==> src/rtl/adcs_pkg.sv <==
// package: register indices, field layout, reset values and types of the converter register set
package adcs_pkg;

	// ==========================================================================
	// register indices (byte address = 4 * index)
	localparam logic [11:0] IDX_REFERENCE_SELECT   = 12'h0f53;
	localparam logic [11:0] IDX_ACQUISITION_TIME   = 12'h0f57;
	localparam logic [11:0] IDX_EXTRA_SAMPLE_CAP   = 12'h0f58;
	localparam logic [11:0] IDX_PRECHARGE_TIME     = 12'h0f59;
	localparam logic [11:0] IDX_POS_CHANNEL_SELECT = 12'h0f5a;
	localparam logic [11:0] IDX_PREVIOUS_RESULT    = 12'h0f5c;
	localparam logic [11:0] IDX_CONVERSION_RESULT  = 12'h0f5e;
	localparam logic [11:0] IDX_REPEAT_THRESHOLD   = 12'h0f61;
	localparam logic [11:0] IDX_REPEAT_COUNTER     = 12'h0f62;
	localparam logic [11:0] IDX_FILTER_OUTPUT      = 12'h0f6d;
	localparam logic [11:0] IDX_COMPUTE_CONTROL    = 12'h0f70;
	localparam logic [11:0] IDX_SEQUENCE_STATUS    = 12'h0f71;

	// ==========================================================================
	// field positions
	localparam int NEG_REF_BIT      = 4;
	localparam int POS_REF_LSB      = 0;
	localparam int CHANNEL_W        = 6;
	localparam int CAP_W            = 5;
	localparam int CTRL_MODE_LSB    = 0;
	localparam int CTRL_CLEAR_BIT   = 3;
	localparam int CTRL_SHIFT_LSB   = 4;
	localparam int CTRL_PREV_BIT    = 7;
	localparam int CTRL_JUSTIFY_BIT = 8;
	localparam int CTRL_GO_BIT      = 9;

	// ==========================================================================
	// reset values
	localparam logic [7:0]  RST_BYTE   = 8'h00;
	localparam logic [15:0] RST_WORD   = 16'h0000;
	localparam logic [15:0] LSB_WEIGHT = 16'h0001;
	localparam logic [7:0]  CNT_ONE    = 8'h01;

	// ==========================================================================
	// encodings
	localparam logic [1:0] PREF_SUPPLY   = 2'h0;
	localparam logic [1:0] PREF_RESERVED = 2'h1;
	localparam logic [1:0] PREF_EXTERNAL = 2'h2;
	localparam logic [1:0] PREF_FIXED    = 2'h3;

	typedef enum logic [2:0] {
		MODE_BASIC      = 3'h0,
		MODE_ACCUMULATE = 3'h1,
		MODE_AVERAGE    = 3'h2,
		MODE_BURST      = 3'h3,
		MODE_LOWPASS    = 3'h4
	} adcs_mode_t;

	// sequencer phase as shown in the status register
	localparam logic [2:0] PH_IDLE      = 3'h0;
	localparam logic [2:0] PH_PRECHARGE = 3'h1;
	localparam logic [2:0] PH_ACQUIRE   = 3'h2;
	localparam logic [2:0] PH_CONVERT   = 3'h3;

	// ==========================================================================
	// analog front-end settings carried to the converter core
	typedef struct packed {
		logic                 neg_ref_select;
		logic [1:0]           pos_ref_select;
		logic [CHANNEL_W-1:0] pos_channel_select;
		logic [CAP_W-1:0]     extra_cap_pf;
	} adcs_analog_cfg_t;

	// sequencer strobes to the converter core
	typedef struct packed {
		logic precharge;
		logic acquire;
		logic convert_start;
	} adcs_core_ctl_t;

endpackage

==> src/rtl/adcs_regs.sv <==
// module: register set, conversion sequencer and computation for the 10-bit converter
// ============================================================================
// What this block does
// - negative reference bit picks external low reference pin when set, ground when clear
// - positive reference field: 11 fixed reference, 10 external pin, 00 supply, 01 reserved
// - six-bit channel field picks the analog input on the positive side
// - precharge field 1..255 gives a precharge phase of that many converter clocks
// - precharge field zero removes the precharge phase
// - nonzero acquisition field gives an acquisition phase of that many converter clocks
// - acquisition field zero skips the acquisition phase
// - five-bit capacitance field adds that many picofarads, zero adds none
// - repeat threshold sets the count at which the threshold check fires
// - repeat counter counts triggers before the check, software reads and writes it
// - threshold and counter act only in lowpass, burst average and average modes
// - accumulating modes show the accumulator shifted right by the shift amount
// - lowpass mode shows the lowpass filter output
// - filter output is 16-bit read-only, high and low bytes, resets to zero
// - right justified: high byte holds two upper bits, low byte eight lower bits
// - left justified: high byte upper eight bits, low byte two bits at top
// - result register is read-write and resets to zero
// - previous-result register is read-only and resets to zero
// - at start of conversion previous takes filter if source bit set, else result
// - shift field divides the accumulation by two to the shift, values 1 to 6
//
// Our own choice: the APB interface to the registers.
`timescale 1ns/1ps

module adcs_regs
	import adcs_pkg::*;
#(
	parameter int ADDR_W = 16,
	parameter int RES_W  = 10
) (
	// clock, reset, enable
	input  wire logic              pclk,
	input  wire logic              presetn,
	input  wire logic              ce,
	// apb slave
	input  wire logic              psel,
	input  wire logic              penable,
	input  wire logic              pwrite,
	input  wire logic [ADDR_W-1:0] paddr,
	input  wire logic [31:0]       pwdata,
	output logic [31:0]            prdata,
	output logic                   pready,
	output logic                   pslverr,
	// conversion trigger and converter clock tick
	input  wire logic              trigger,
	input  wire logic              adc_tick,
	// converter core
	output adcs_analog_cfg_t       analog_cfg,
	output adcs_core_ctl_t         core_ctl,
	input  wire logic              core_done,
	input  wire logic [RES_W-1:0]  core_data,
	// computation events
	output logic                   threshold_check
);

	// ==========================================================================
	// state
	typedef enum logic [1:0] {S_IDLE, S_PRE, S_ACQ, S_CONV} adcs_state_t;

	logic [7:0]       ref_q, acq_q, cap_q, pre_q, chan_q, rpt_q, cnt_q;
	logic [15:0]      res_q, prev_q, acc_q, flt_q;
	logic [2:0]       mode_q, shift_q;
	logic             prev_src_q, justify_q;
	logic [7:0]       timer_q;
	adcs_state_t      state_q;
	logic             wr_en, rd_en, go_wr, start, clear_wr;
	logic [11:0]      idx;
	logic [15:0]      res_fmt, acc_next, sample;
	logic             repeat_mode;

	assign idx      = paddr[13:2];
	assign wr_en    = ce && psel && penable && pwrite;
	// read data is loaded in the setup cycle, so it already stands at the access edge where pready is seen
	assign rd_en    = ce && psel && !penable && !pwrite;
	assign pready   = 1'b1;
	assign go_wr    = wr_en && (idx == IDX_COMPUTE_CONTROL) && pwdata[CTRL_GO_BIT];
	assign clear_wr = wr_en && (idx == IDX_COMPUTE_CONTROL) && pwdata[CTRL_CLEAR_BIT];
	assign start    = ce && (state_q == S_IDLE) && (trigger || go_wr);
	assign repeat_mode = (mode_q == MODE_AVERAGE) || (mode_q == MODE_BURST) || (mode_q == MODE_LOWPASS);

	// address is mapped when it names one of the words of the set
	function automatic logic is_mapped(input logic [11:0] i);
		is_mapped = (i == IDX_REFERENCE_SELECT) || (i == IDX_ACQUISITION_TIME) ||
			(i == IDX_EXTRA_SAMPLE_CAP) || (i == IDX_PRECHARGE_TIME) ||
			(i == IDX_POS_CHANNEL_SELECT) || (i == IDX_PREVIOUS_RESULT) ||
			(i == IDX_CONVERSION_RESULT) || (i == IDX_REPEAT_THRESHOLD) ||
			(i == IDX_REPEAT_COUNTER) || (i == IDX_FILTER_OUTPUT) ||
			(i == IDX_COMPUTE_CONTROL) || (i == IDX_SEQUENCE_STATUS);
	endfunction

	// ==========================================================================
	// result formatting and accumulator step
	always_comb begin
		if (justify_q) begin
			res_fmt = {6'h00, core_data};
		end else begin
			res_fmt = {core_data, 6'h00};
		end
	end

	assign sample = {6'h00, core_data};

	// lowpass keeps the scaled filter state: acc += x - acc/2^shift, giving unity gain
	always_comb begin
		if (mode_q == MODE_LOWPASS) begin
			acc_next = acc_q + sample - (acc_q >> shift_q);
		end else if ((mode_q == MODE_AVERAGE) && (cnt_q == rpt_q)) begin
			acc_next = sample;  // average restarts its sum with the sample of the conversion that fires each check
		end else begin
			acc_next = acc_q + sample;
		end
	end

	// ==========================================================================
	// configuration registers
	always_ff @(posedge pclk or negedge presetn) begin
		if (!presetn) begin
			ref_q      <= RST_BYTE;
			acq_q      <= RST_BYTE;
			cap_q      <= RST_BYTE;
			pre_q      <= RST_BYTE;
			chan_q     <= RST_BYTE;
			rpt_q      <= RST_BYTE;
			mode_q     <= MODE_BASIC;
			shift_q    <= 3'h0;
			prev_src_q <= 1'b0;
			justify_q  <= 1'b0;
		end else if (wr_en) begin
			if (idx == IDX_REFERENCE_SELECT) begin
				ref_q <= {3'h0, pwdata[NEG_REF_BIT], 2'h0, pwdata[POS_REF_LSB +: 2]};
			end else if (idx == IDX_ACQUISITION_TIME) begin
				acq_q <= pwdata[7:0];
			end else if (idx == IDX_EXTRA_SAMPLE_CAP) begin
				cap_q <= {3'h0, pwdata[CAP_W-1:0]};
			end else if (idx == IDX_PRECHARGE_TIME) begin
				pre_q <= pwdata[7:0];
			end else if (idx == IDX_POS_CHANNEL_SELECT) begin
				chan_q <= {2'h0, pwdata[CHANNEL_W-1:0]};
			end else if (idx == IDX_REPEAT_THRESHOLD) begin
				rpt_q <= pwdata[7:0];
			end else if (idx == IDX_COMPUTE_CONTROL) begin
				mode_q     <= pwdata[CTRL_MODE_LSB +: 3];
				shift_q    <= pwdata[CTRL_SHIFT_LSB +: 3];
				prev_src_q <= pwdata[CTRL_PREV_BIT];
				justify_q  <= pwdata[CTRL_JUSTIFY_BIT];
			end
		end
	end

	// analog settings go straight to the core
	always_comb begin
		analog_cfg.neg_ref_select     = ref_q[NEG_REF_BIT];
		analog_cfg.pos_ref_select     = ref_q[POS_REF_LSB +: 2];
		analog_cfg.pos_channel_select = chan_q[CHANNEL_W-1:0];
		analog_cfg.extra_cap_pf       = cap_q[CAP_W-1:0];
	end

	// ==========================================================================
	// sequencer: precharge, acquisition, conversion
	always_ff @(posedge pclk or negedge presetn) begin
		if (!presetn) begin
			state_q <= S_IDLE;
			timer_q <= RST_BYTE;
		end else if (ce) begin
			case (state_q)
				S_IDLE: begin
					if (start) begin
						if (pre_q != RST_BYTE) begin
							state_q <= S_PRE;
							timer_q <= pre_q;
						end else if (acq_q != RST_BYTE) begin
							state_q <= S_ACQ;
							timer_q <= acq_q;
						end else begin
							state_q <= S_CONV;
						end
					end
				end
				S_PRE: begin
					if (adc_tick && (timer_q == CNT_ONE)) begin
						if (acq_q != RST_BYTE) begin
							state_q <= S_ACQ;
							timer_q <= acq_q;
						end else begin
							state_q <= S_CONV;
						end
					end else if (adc_tick) begin
						timer_q <= timer_q - CNT_ONE;
					end
				end
				S_ACQ: begin
					if (adc_tick && (timer_q == CNT_ONE)) begin
						state_q <= S_CONV;
					end else if (adc_tick) begin
						timer_q <= timer_q - CNT_ONE;
					end
				end
				S_CONV: begin
					if (core_done) begin
						state_q <= S_IDLE;
					end
				end
				default: begin
					state_q <= S_IDLE;
				end
			endcase
		end
	end

	always_comb begin
		core_ctl.precharge     = (state_q == S_PRE);
		core_ctl.acquire       = (state_q == S_ACQ);
		core_ctl.convert_start = (state_q == S_CONV);
	end

	// ==========================================================================
	// result and previous result
	always_ff @(posedge pclk or negedge presetn) begin
		if (!presetn) begin
			res_q  <= RST_WORD;
			prev_q <= RST_WORD;
		end else if (ce) begin
			if (wr_en && (idx == IDX_CONVERSION_RESULT)) begin
				res_q <= pwdata[15:0];
			end
			if ((state_q == S_CONV) && core_done) begin
				res_q <= res_fmt;  // hardware result wins over a same-cycle write
			end
			if (start) begin
				prev_q <= prev_src_q ? flt_q : res_q;
			end
		end
	end

	// ==========================================================================
	// repeat counter, accumulator and filter output
	always_ff @(posedge pclk or negedge presetn) begin
		if (!presetn) begin
			cnt_q           <= RST_BYTE;
			acc_q           <= RST_WORD;
			flt_q           <= RST_WORD;
			threshold_check <= 1'b0;
		end else if (ce) begin
			threshold_check <= 1'b0;
			if (wr_en && (idx == IDX_REPEAT_COUNTER)) begin
				cnt_q <= pwdata[7:0];
			end
			if (clear_wr) begin
				cnt_q <= RST_BYTE;
				acc_q <= RST_WORD;
			end
			if ((state_q == S_CONV) && core_done && (mode_q != MODE_BASIC)) begin
				acc_q <= acc_next;
				flt_q <= acc_next >> shift_q;
				if (repeat_mode) begin
					if (cnt_q == rpt_q) begin
						threshold_check <= 1'b1;
						cnt_q           <= CNT_ONE;
					end else begin
						cnt_q <= cnt_q + CNT_ONE;
					end
				end
			end
		end
	end

	// ==========================================================================
	// apb read data and error
	always_ff @(posedge pclk or negedge presetn) begin
		if (!presetn) begin
			prdata <= 32'h0000_0000;
		end else if (rd_en) begin
			if (idx == IDX_REFERENCE_SELECT) begin
				prdata <= {24'h00_0000, ref_q};
			end else if (idx == IDX_ACQUISITION_TIME) begin
				prdata <= {24'h00_0000, acq_q};
			end else if (idx == IDX_EXTRA_SAMPLE_CAP) begin
				prdata <= {24'h00_0000, cap_q};
			end else if (idx == IDX_PRECHARGE_TIME) begin
				prdata <= {24'h00_0000, pre_q};
			end else if (idx == IDX_POS_CHANNEL_SELECT) begin
				prdata <= {24'h00_0000, chan_q};
			end else if (idx == IDX_PREVIOUS_RESULT) begin
				prdata <= {16'h0000, prev_q};
			end else if (idx == IDX_CONVERSION_RESULT) begin
				prdata <= {16'h0000, res_q};
			end else if (idx == IDX_REPEAT_THRESHOLD) begin
				prdata <= {24'h00_0000, rpt_q};
			end else if (idx == IDX_REPEAT_COUNTER) begin
				prdata <= {24'h00_0000, cnt_q};
			end else if (idx == IDX_FILTER_OUTPUT) begin
				prdata <= {16'h0000, flt_q};
			end else if (idx == IDX_COMPUTE_CONTROL) begin
				prdata <= {22'h00_0000, (state_q != S_IDLE), justify_q, prev_src_q, shift_q, 1'b0, mode_q};
			end else if (idx == IDX_SEQUENCE_STATUS) begin
				prdata <= {29'h0000_0000, (state_q == S_PRE) ? PH_PRECHARGE :
					(state_q == S_ACQ) ? PH_ACQUIRE : (state_q == S_CONV) ? PH_CONVERT : PH_IDLE};
			end else begin
				prdata <= 32'h0000_0000;
			end
		end
	end

	assign pslverr = psel && penable && !is_mapped(idx);

endmodule

==> config.mk <==
export PLATFORM = sky130hd
export DESIGN_NAME = adcs_regs
export DESIGN_NICKNAME = d
export VERILOG_FILES = /design/src/rtl/adcs_pkg.sv /design/src/rtl/adcs_regs.sv
export SDC_FILE = /design/constraint.sdc
export NUM_CORES = 1
export LEC_CHECK = 0
export ABC_AREA = 1
export BUFFER_PORTS_ARGS = -buffer_cell sky130_fd_sc_hd__buf_4
export CAP_MARGIN = 15
export CORE_MARGIN = 4
export CORE_UTILIZATION = 43
export CTS_CLUSTER_SIZE = 30
export DETAILED_ROUTE_END_ITERATION = 16
export PLACE_DENSITY = 0.6
export SYNTH_ARGS = -nofsm -noshare
export SYNTH_HDL_FRONTEND = slang
export SYNTH_SLANG_ARGS = --single-unit
==> constraint.sdc <==
create_clock -name pclk -period 10.6 [get_ports pclk]
set_input_delay 0.53 -clock pclk [delete_from_list [all_inputs] [get_ports pclk]]
set_output_delay 0.53 -clock pclk [all_outputs]
set_load 0.01 [all_outputs]
# Yosys cells after proc, flatten, opt, wreduce, memory -nomap -nowiden
# Index checks and enable logic that the tools add are counted.
[word_totals] register_bits=161
[op_classes] n_mux=45 n_reduce_logical=56 bitwise_logic=6 shift=2 n_eq_ne=25 add_sub_neg=4
[ops] cell="16-bit two-way mux" n=18
[ops] cell="12-bit == test (second input constant)" n=12
[ops] cell="8-bit two-way mux" n=11
[ops] cell="16-bit by 3-bit >> shifter with 16-bit output" n=2
[ops] cell="8-bit case mux with 3 select lines" n=1
[ops] cell="1-bit logical AND" n=18
[ops] cell="2-bit two-way mux" n=9
[ops] cell="16-bit by 10-bit adder with 16-bit output" n=1
[ops] cell="8-bit nonzero test" n=2
[ops] cell="16-bit subtractor" n=1
[ops] cell="1-bit logical OR" n=14
[ops] cell="10-bit two-way mux" n=1
[ops] cell="2-bit AND reduction" n=5
[ops] cell="5-bit AND reduction" n=2
[ops] cell="8-bit by 1-bit adder with 8-bit output (second input constant)" n=1
[ops] cell="8-bit by 1-bit == test with 1-bit output (second input constant)" n=1
[ops] cell="8-bit == test" n=1
[ops] cell="2-bit case mux with 4 select lines" n=1
[ops] cell="4-bit AND reduction" n=2
[ops] cell="8-bit AND reduction" n=1
[ops] cell="8-bit by 1-bit subtractor with 8-bit output (second input constant)" n=1
[ops] cell="7-bit AND reduction" n=1
[ops] cell="3-bit by 2-bit == test with 1-bit output (second input constant)" n=2
[ops] cell="2-bit by 1-bit inequality test with 1-bit output (second input constant)" n=3
[ops] cell="12 further kinds" n=27

# Longest topological paths before layout
# Gate-level depths: netlist of the first run.
[logic_depth] depth_word=16 ltp_mapped=24

# Worst setup path before layout of the first run
# Ideal clock, no wire load.
[synth_timing] path_kind="register -> register" startpoint="register shift_q[0]" endpoint="register flt_q[9]" required_time_ps=10476 period_less_slack_ps=3640 path_stages_with_launch=24 path_buffers=3 arrival_time_ps=3516 setup_time_ps=124 slack_ps=6960 cell_sequence="dfrtp_1 -> buf_2 -> buf_1 -> clkbuf_1 -> o21ai_0 -> o211ai_1 -> o21ai_0 -> ha_1 -> fa_1 -> o21ai_0 -> a21o_1 -> nand2_1 -> nand2_1 -> nand3_1 -> nand2_1 -> nand2_1 -> nand2_1 -> nand2_1 -> nand3_1 -> nand3_1 -> nand3_1 -> nand2_1 -> a21boi_0 -> nand2_1"
[synth_via] elab_chain_len=4
[synth_lines] element="start, declared" line_no="adcs_regs.sv:65" rtl="logic [2:0] mode_q, shift_q;"
[synth_lines] element="start signal, assigned" line_no="adcs_regs.sv:146" rtl="shift_q <= pwdata[CTRL_SHIFT_LSB +: 3];"
[synth_lines] element="16-bit by 3-bit >> shifter with 16-bit output" line_no="adcs_regs.sv:109" rtl="acc_next = acc_q + sample - (acc_q >> shift_q);"
[synth_lines] element="16-bit subtractor" line_no="adcs_regs.sv:109"
[synth_lines] element="16-bit two-way mux" line_no="adcs_regs.sv:108" rtl="if (mode_q == MODE_LOWPASS) begin"
[synth_lines] element="16-bit by 3-bit >> shifter with 16-bit output *" line_no="adcs_regs.sv:257" rtl="flt_q <= acc_next >> shift_q;"
[synth_lines] element="end signal, assigned" line_no="adcs_regs.sv:257"
[synth_lines] element="end, declared" line_no="adcs_regs.sv:64" rtl="logic [15:0] res_q, prev_q, acc_q, flt_q;"
# Every way passes the cells marked *; elsewhere a longest branch is shown, timed or not.
# A chain may end at the register's enable or synchronous reset.

# Worst setup path after layout of the first run
[layout_timing] startpoint="register shift_q[0]" endpoint="register flt_q[6]"
# Same word-level chain as after synthesis.

==> impl_metrics.tcl, run 1 <==
set metrics [dict create \
    ys_top_cells_by_count "nand2_1, inv_1, o21ai_0, nand3_1, dfrtp_1" \
    cts_buffer_depth 2 \
    first_pass_iters 5 \
    cts_hold_buf 0 \
    cpMostUsedCell "nand2_1" \
    setup_violations 0 \
    powerDensity_mw_per_mm2 154 \
    grt_pass1_vias 10376 \
    syn_area_mm2 0.0107 \
    cts.sink_count 145 \
    ys_warn_count 0 \
    worst_clock_skew_ns 0.00983 \
    ys_seq_elements 145 \
    grt-ovfl-total 0 \
    critical_path_class "reg2reg" \
    nNetsFinal 1733 \
    yosys_most_used_dff "dfrtp_1" \
    dieArea_mm2 0.0274 \
    post_cts_buffers 0 \
    fin_tns_setup_ns 0 \
    clkTransAtPathRegs_ns 0.06 \
    routed_via_density 5.54 \
    place_congestion 0.940 \
    die_y_um 166 \
    wl_mm 36.2 \
    h-tree-depth 4 \
    slew_headroom 0.423 \
    cts_tree "yes" \
    worstPathRequired_ns 10.91 \
    synthDistinctLibCells 49 \
    initialDrtViolationCount 954 \
    drc 0 \
    worstSetupEndpointType "flop" \
    drive_gt1_frac 0.0881 \
    path_cells "buf_4 -> inv_2 -> nand2_1 -> nand2_1 -> nor2_1 -> a31oi_1 -> o21ai_0 -> ha_1 -> nand2_1 -> o311ai_0 -> nand3_1 -> nand2_1 -> nand2_1 -> nand2_1 -> nand2_1 -> nand2_1 -> nand2_1 -> nand3_1 -> nand2_1 -> nand2_1 -> nand3_1 -> nand3_1 -> nand3_1" \
    leakage_nw 5.93 \
    fin_crit_ns 4.36 \
    synth_top_area_frac 0.340 \
    num-fill-cells 2478 \
    start_kind "flop" \
    clock_latency_ns 0.43 \
    ios 119 \
    start_util 0.438 \
    r2r-end "flt_q[6]" \
    cp_slowest_cell "o311ai_0" \
    finalCritPeriodShare 0.411 \
    synth.most_common_cell "nand2_1" \
    coreArea_mm2 0.0244 \
    rsz0062_at_grt "no" \
    ys_seq_area_frac 0.340 \
    portBuffers 81 \
    r2r_cells 23 \
    ff2ff_setup_slack_ns 6.24 \
    cts_root_buf "clkbuf_16" \
    avgRoutedWirePerCell_um 18.4 \
    track_usage 0.259 \
    synth.top_cells.by_area "dfrtp_1, nand2_1, o21ai_0, nand3_1, inv_1" \
    vdd_drop_max_mv 0.111 \
    dpl.hpwl_mm 28.0 \
    die_w_um 166 \
    cpPeakStageDelay_ns 0.54 \
    syn_avg_cell_area_um2 6.76 \
    synth_edf_count 0 \
    cts.repair.resized 0 \
    fin_util 0.498 \
    cp.arrival_ns 4.67 \
    hp-class "in2async" \
    drv_slew 0 \
    yosysTopAreaCell "dfrtp_1" \
    ant_nets 0 \
    syn_to_final_growth_pct 13.7 \
    crit_family "simple AND/OR/NAND/NOR gates" \
    grt_antenna_before_repair 0 \
    drv_cap 0 \
    r2r-start "shift_q[0]" \
    cts_buffers 17 \
    max_freq_ghz 0.229 \
    grt_pass1_wl_mm 57.4 \
    critical_path_cell_count 23 \
    async_reset_ff_frac 1.00 \
    cp_max_fo 41 \
    grt_max_degree 92 \
    crit_buf_inv 2 \
    hold_viol 0 \
    num_rows 57 \
    status "complete, no violations" \
    worstMarginPinSlew_ns 0.866 \
    synth_cells 1580 \
    vias 10914 \
    antenna_cells 0 \
]
layout by cell type (no fill, tap or decap), types with 4 or more instances in the layout:
master     count
xnor2_1        6
inv_1        181
nand2_1      433
bufinv_16      5
o22ai_1       16
buf_4         89
clkbuf_16     17
a21boi_0       4
o2111ai_1      7
a21oi_1       61
a31oi_1       12
nor2_1        83
dfrtp_1      145
nor4_1         6
xor2_1        24
inv_2          4
o21ai_0      177
o221ai_1       6
o21ai_1        9
nand4_1       15
ha_1          31
nand3_1      176
conb_1        17
or2_2          5
clkinv_1       4
o211ai_1      35
nor3_1        23
a221oi_1       9
inv_6          4
layout make-up:
cell class / count / area [µm²] / area share
multi-input cells: 1189 / 6050 / 0.498
flip-flops and latches: 145 / 3630 / 0.299
inverters: 189 / 709 / 0.0584
repair buffers: 91 / 694 / 0.0572
clock buffers: 18 / 429 / 0.0353
well taps: 324 / 405 / 0.0334
clock inverters: 14 / 226 / 0.0187
cell families after synthesis:
kind of cell    Yosys count  share of synthesized area
fa+ha+maj                33                     0.0401
simple gates            758                      0.306
other cells               2                   0.000703
buf+inv                 261                     0.0995
xor+xnor                 30                     0.0246
compound gates          351                      0.189
flops                   145                      0.340
registers in the layout (all words and copies together) (netlist names), 16 cells and up:
register	flops
res_q	16
prev_q	16
prdata	16
acc_q	16
flt_q	16
worst register-to-register path, cell delays in order, from the launching register on:
cell and delay, ns:
dfrtp_1 0.36, buf_4 0.25, inv_2 0.51, nand2_1 0.14, nand2_1 0.09, nor2_1 0.04, a31oi_1 0.32, o21ai_0 0.17
ha_1 0.43, nand2_1 0.06, o311ai_0 0.54, nand3_1 0.16, nand2_1 0.18, nand2_1 0.09, nand2_1 0.10, nand2_1 0.08
nand2_1 0.06, nand2_1 0.05, nand3_1 0.08, nand2_1 0.15, nand2_1 0.11, nand3_1 0.09, nand3_1 0.13, nand3_1 0.08
metal layers:
metal	part of all wire	GRT usage	up-vias	routed length [µm]
li1	-	-	5363	-
met1	0.44	0.342	5142	15900
met2	0.48	0.441	342	17500
met3	0.048	0.0360	67	1730
met4	0.029	0.0825	0	1050
met5	0	0	-	0
per-stage QoR:
step	setup slack [ns]	power, W	hold slack (ns)	instance area [µm²]	std cells
2_1_floorplan	6.96	0.00105	0.234	10700	1595
3_3_place_gp	6.29	0.00118	0.465	11500	1937
3_5_place_dp	6.29	0.00119	0.468	11500	1937
4_1_cts	6.28	0.00187	0.236	12100	1969
5_1_grt	5.78	0.00198	0.252	12100	1970
6_report	6.24	0.00187	0.192	12100	1970
worst max path at each step:
stage / from / slack [ns] / end
after floorplan: shift_q[0] / 6.96 / flt_q[9]
after global placement: shift_q[0] / 6.29 / flt_q[6]
after detailed placement: shift_q[0] / 6.29 / flt_q[6]
after CTS: shift_q[0] / 6.28 / flt_q[6]
after global routing: shift_q[0] / 5.78 / flt_q[8]
final: shift_q[0] / 6.24 / flt_q[6]
power by group:
part,switching (W),internal [W]
clock network,0.000255,0.000422
registers,0.0000596,0.000636
logic,0.000319,0.000173
Note: power is estimated with default switching activity, not from simulation.
==> inputs of run 2 (changes only) <==
Settings changed: PLACE_DENSITY 0.6 to 0.62.
Clock period 10.6 ns to 3.9 ns, I/O delays scaled along.
==> run 2 against run 1 <==
Compared with the run above: routed wire length down 2.6%; die area unchanged; critical path depth down 2; design area grew 1.1%; global-route usage fell by 0.72 points; worst setup slack got worse by 5.9 ns; hold slack got worse by 0.16 ns; register-to-register slack worse by 5.9 ns; fmax grew 23%; power increased to 2.6 times the previous value; first-iteration DRC count up 16%; highest routed layer unchanged.
==> impl_metrics.tcl, run 2 (synthesis gave the netlist of run 1 again) <==
set metrics [dict create \
    cp_max_fo 6 \
    fin_util 0.503 \
    cts_root_buf "clkbuf_16" \
    worstSetupEndpointType "flop" \
    worstMarginPinSlew_ns 0.989 \
    track_usage 0.252 \
    routed_via_density 5.53 \
    dieArea_mm2 0.0274 \
    cts_tree "yes" \
    h-tree-depth 4 \
    status "complete, no violations" \
    cp_slowest_cell "dfrtp_1" \
    ant_nets 0 \
    drc 0 \
    initialDrtViolationCount 1102 \
    cts_buffer_depth 2 \
    antenna_cells 0 \
    vias 11015 \
    num_rows 57 \
    crit_family "simple AND/OR/NAND/NOR gates" \
    fin_tns_setup_ns 0 \
    worstPathRequired_ns 4.21 \
    layout_common_cells "nand2_1, inv_1, o21ai_0" \
    wl_mm 35.2 \
    grt_pass1_vias 10307 \
    clkTransAtPathRegs_ns 0.07 \
    clock_latency_ns 0.43 \
    slew_headroom 0.341 \
    critical_path_class "reg2reg" \
    vdd_drop_max_mv 0.232 \
    die_w_um 166 \
    drive_gt1_frac 0.104 \
    setup_violations 0 \
    dpl.hpwl_mm 27.9 \
    powerDensity_mw_per_mm2 400 \
    nNetsFinal 1754 \
    rsz0062_at_grt "no" \
    cts_buffers 17 \
    path_cells "ha_2 -> nand2_1 -> nand3_1 -> nand2_1 -> nand2_1 -> nand3_1 -> nand2_1 -> nand2_1 -> a21oi_2 -> nand3_1 -> xor2_1 -> ha_1 -> inv_1 -> o31ai_1 -> inv_1 -> nand3_1 -> nand3_2 -> nand3_1 -> nand3_1 -> nand3_1 -> nand2_1" \
    cp.arrival_ns 3.86 \
    start_kind "flop" \
    grt-ovfl-total 0 \
    hold_viol 0 \
    hp-class "in2reg" \
    syn_to_final_growth_pct 14.9 \
    finalCritPeriodShare 0.911 \
    avgRoutedWirePerCell_um 17.7 \
    fin_crit_ns 3.55 \
    grt_antenna_before_repair 0 \
    worst_clock_skew_ns 0.0109 \
    max_freq_ghz 0.282 \
    grt_pass1_wl_mm 56.3 \
    drv_cap 0 \
    crit_buf_inv 2 \
    die_y_um 166 \
    dpl_cell_area_mm2 0.0116 \
    leakage_nw 5.98 \
    start_util 0.438 \
    drv_slew 0 \
    portBuffers 81 \
    post_cts_buffers 0 \
    grt_max_degree 95 \
    mostFrequentLayoutCell "nand2_1" \
    coreArea_mm2 0.0244 \
    cpMostUsedCell "nand3_1" \
    first_pass_iters 6 \
    cts.sink_count 145 \
    cpPeakStageDelay_ns 0.44 \
    ios 119 \
    place_congestion 0.995 \
    fin_area_mm2 0.0123 \
]
==> run 2: cell count changes in the layout (fill, tap and decap cells not counted), sizes merged <==
cell,before,now
clkinvlp,2,4
bufinv,5,2
clkbuf,18,20
dlygate4sd3,0,1
buf,91,111
clkinv,7,4
inv,189,191
==> run 2: area by class of cell <==
class / count / area [µm²]
clock buffers: 20 / 437
clock inverters: 12 / 148
fillers: 2508 / 12100
inverters: 189 / 709
multi-input cells: 1189 / 6080
flip-flops and latches: 145 / 3630
well taps: 324 / 405
repair buffers: 112 / 860
==> run 2: worst paths after layout <==
path                                 start         end  slack (ns)  cells past startpoint
worst max-delay path              acc_q[2]    flt_q[8]        0.35                     21
worst min-delay path            pwdata[14]   res_q[14]        0.03                      3
worst max register to register    acc_q[2]    flt_q[8]        0.35                     21
worst min register to register  prdata[13]  prdata[13]        0.48                      2
max in group asynchronous          presetn  shift_q[0]        2.69                      3
min in group asynchronous          presetn  timer_q[0]        0.41                      2
==> run 2: per-layer routing <==
| layer | GRT usage | up-vias | part of all wire |
|---|---|---|---|
| met2 | 0.424 | 401 | 0.48 |
| li1 | - | 5424 | - |
| met3 | 0.0329 | 55 | 0.054 |
| met1 | 0.342 | 5135 | 0.44 |
| met4 | 0.0696 | 0 | 0.024 |
| met5 | 0 | - | 0 |
==> run 2: power breakdown <==
group / leakage [nW] / switching [W] / internal [W]
combinational: 3.87 / 0.000865 / 0.000486
sequential: 1.84 / 0.000156 / 0.00173
clock: 0.272 / 0.000712 / 0.000960
==> run 2: per-stage QoR <==
| step | std cells | total power, W | hold slack (ns) | worst slack, ns |
|---|---|---|---|---|
| finish | 1991 | 0.00491 | 0.0275 | 0.348 |
| global route | 1991 | 0.00520 | 0.0242 | 0.0204 |
| CTS | 1991 | 0.00491 | 0.0202 | 0.141 |
| detailed placement | 1958 | 0.00324 | 0.355 | 0.160 |
| global placement | 1958 | 0.00322 | 0.345 | 0.228 |
| floorplan | 1595 | 0.00284 | -0.101 | 0.260 |
==> run 2: what timing repair did <==
item                       4_1_cts  5_1_grt
hold endpoints to repair        93        0
gates resized for setup          0       14
hold buffers                     1        0
setup endpoints to repair        0       15
==> run 2: worst reg2reg max path: stages (launching register included) <==
cell,delay [ns]
dfrtp_1,0.44
ha_2,0.42
nand2_1,0.09
nand3_1,0.13
nand2_1,0.12
nand2_1,0.15
nand3_1,0.08
nand2_1,0.10
nand2_1,0.07
a21oi_2,0.17
nand3_1,0.11
xor2_1,0.18
ha_1,0.35
inv_1,0.09
o31ai_1,0.26
inv_1,0.11
nand3_1,0.11
nand3_2,0.11
nand3_1,0.09
nand3_1,0.11
nand3_1,0.11
nand2_1,0.07
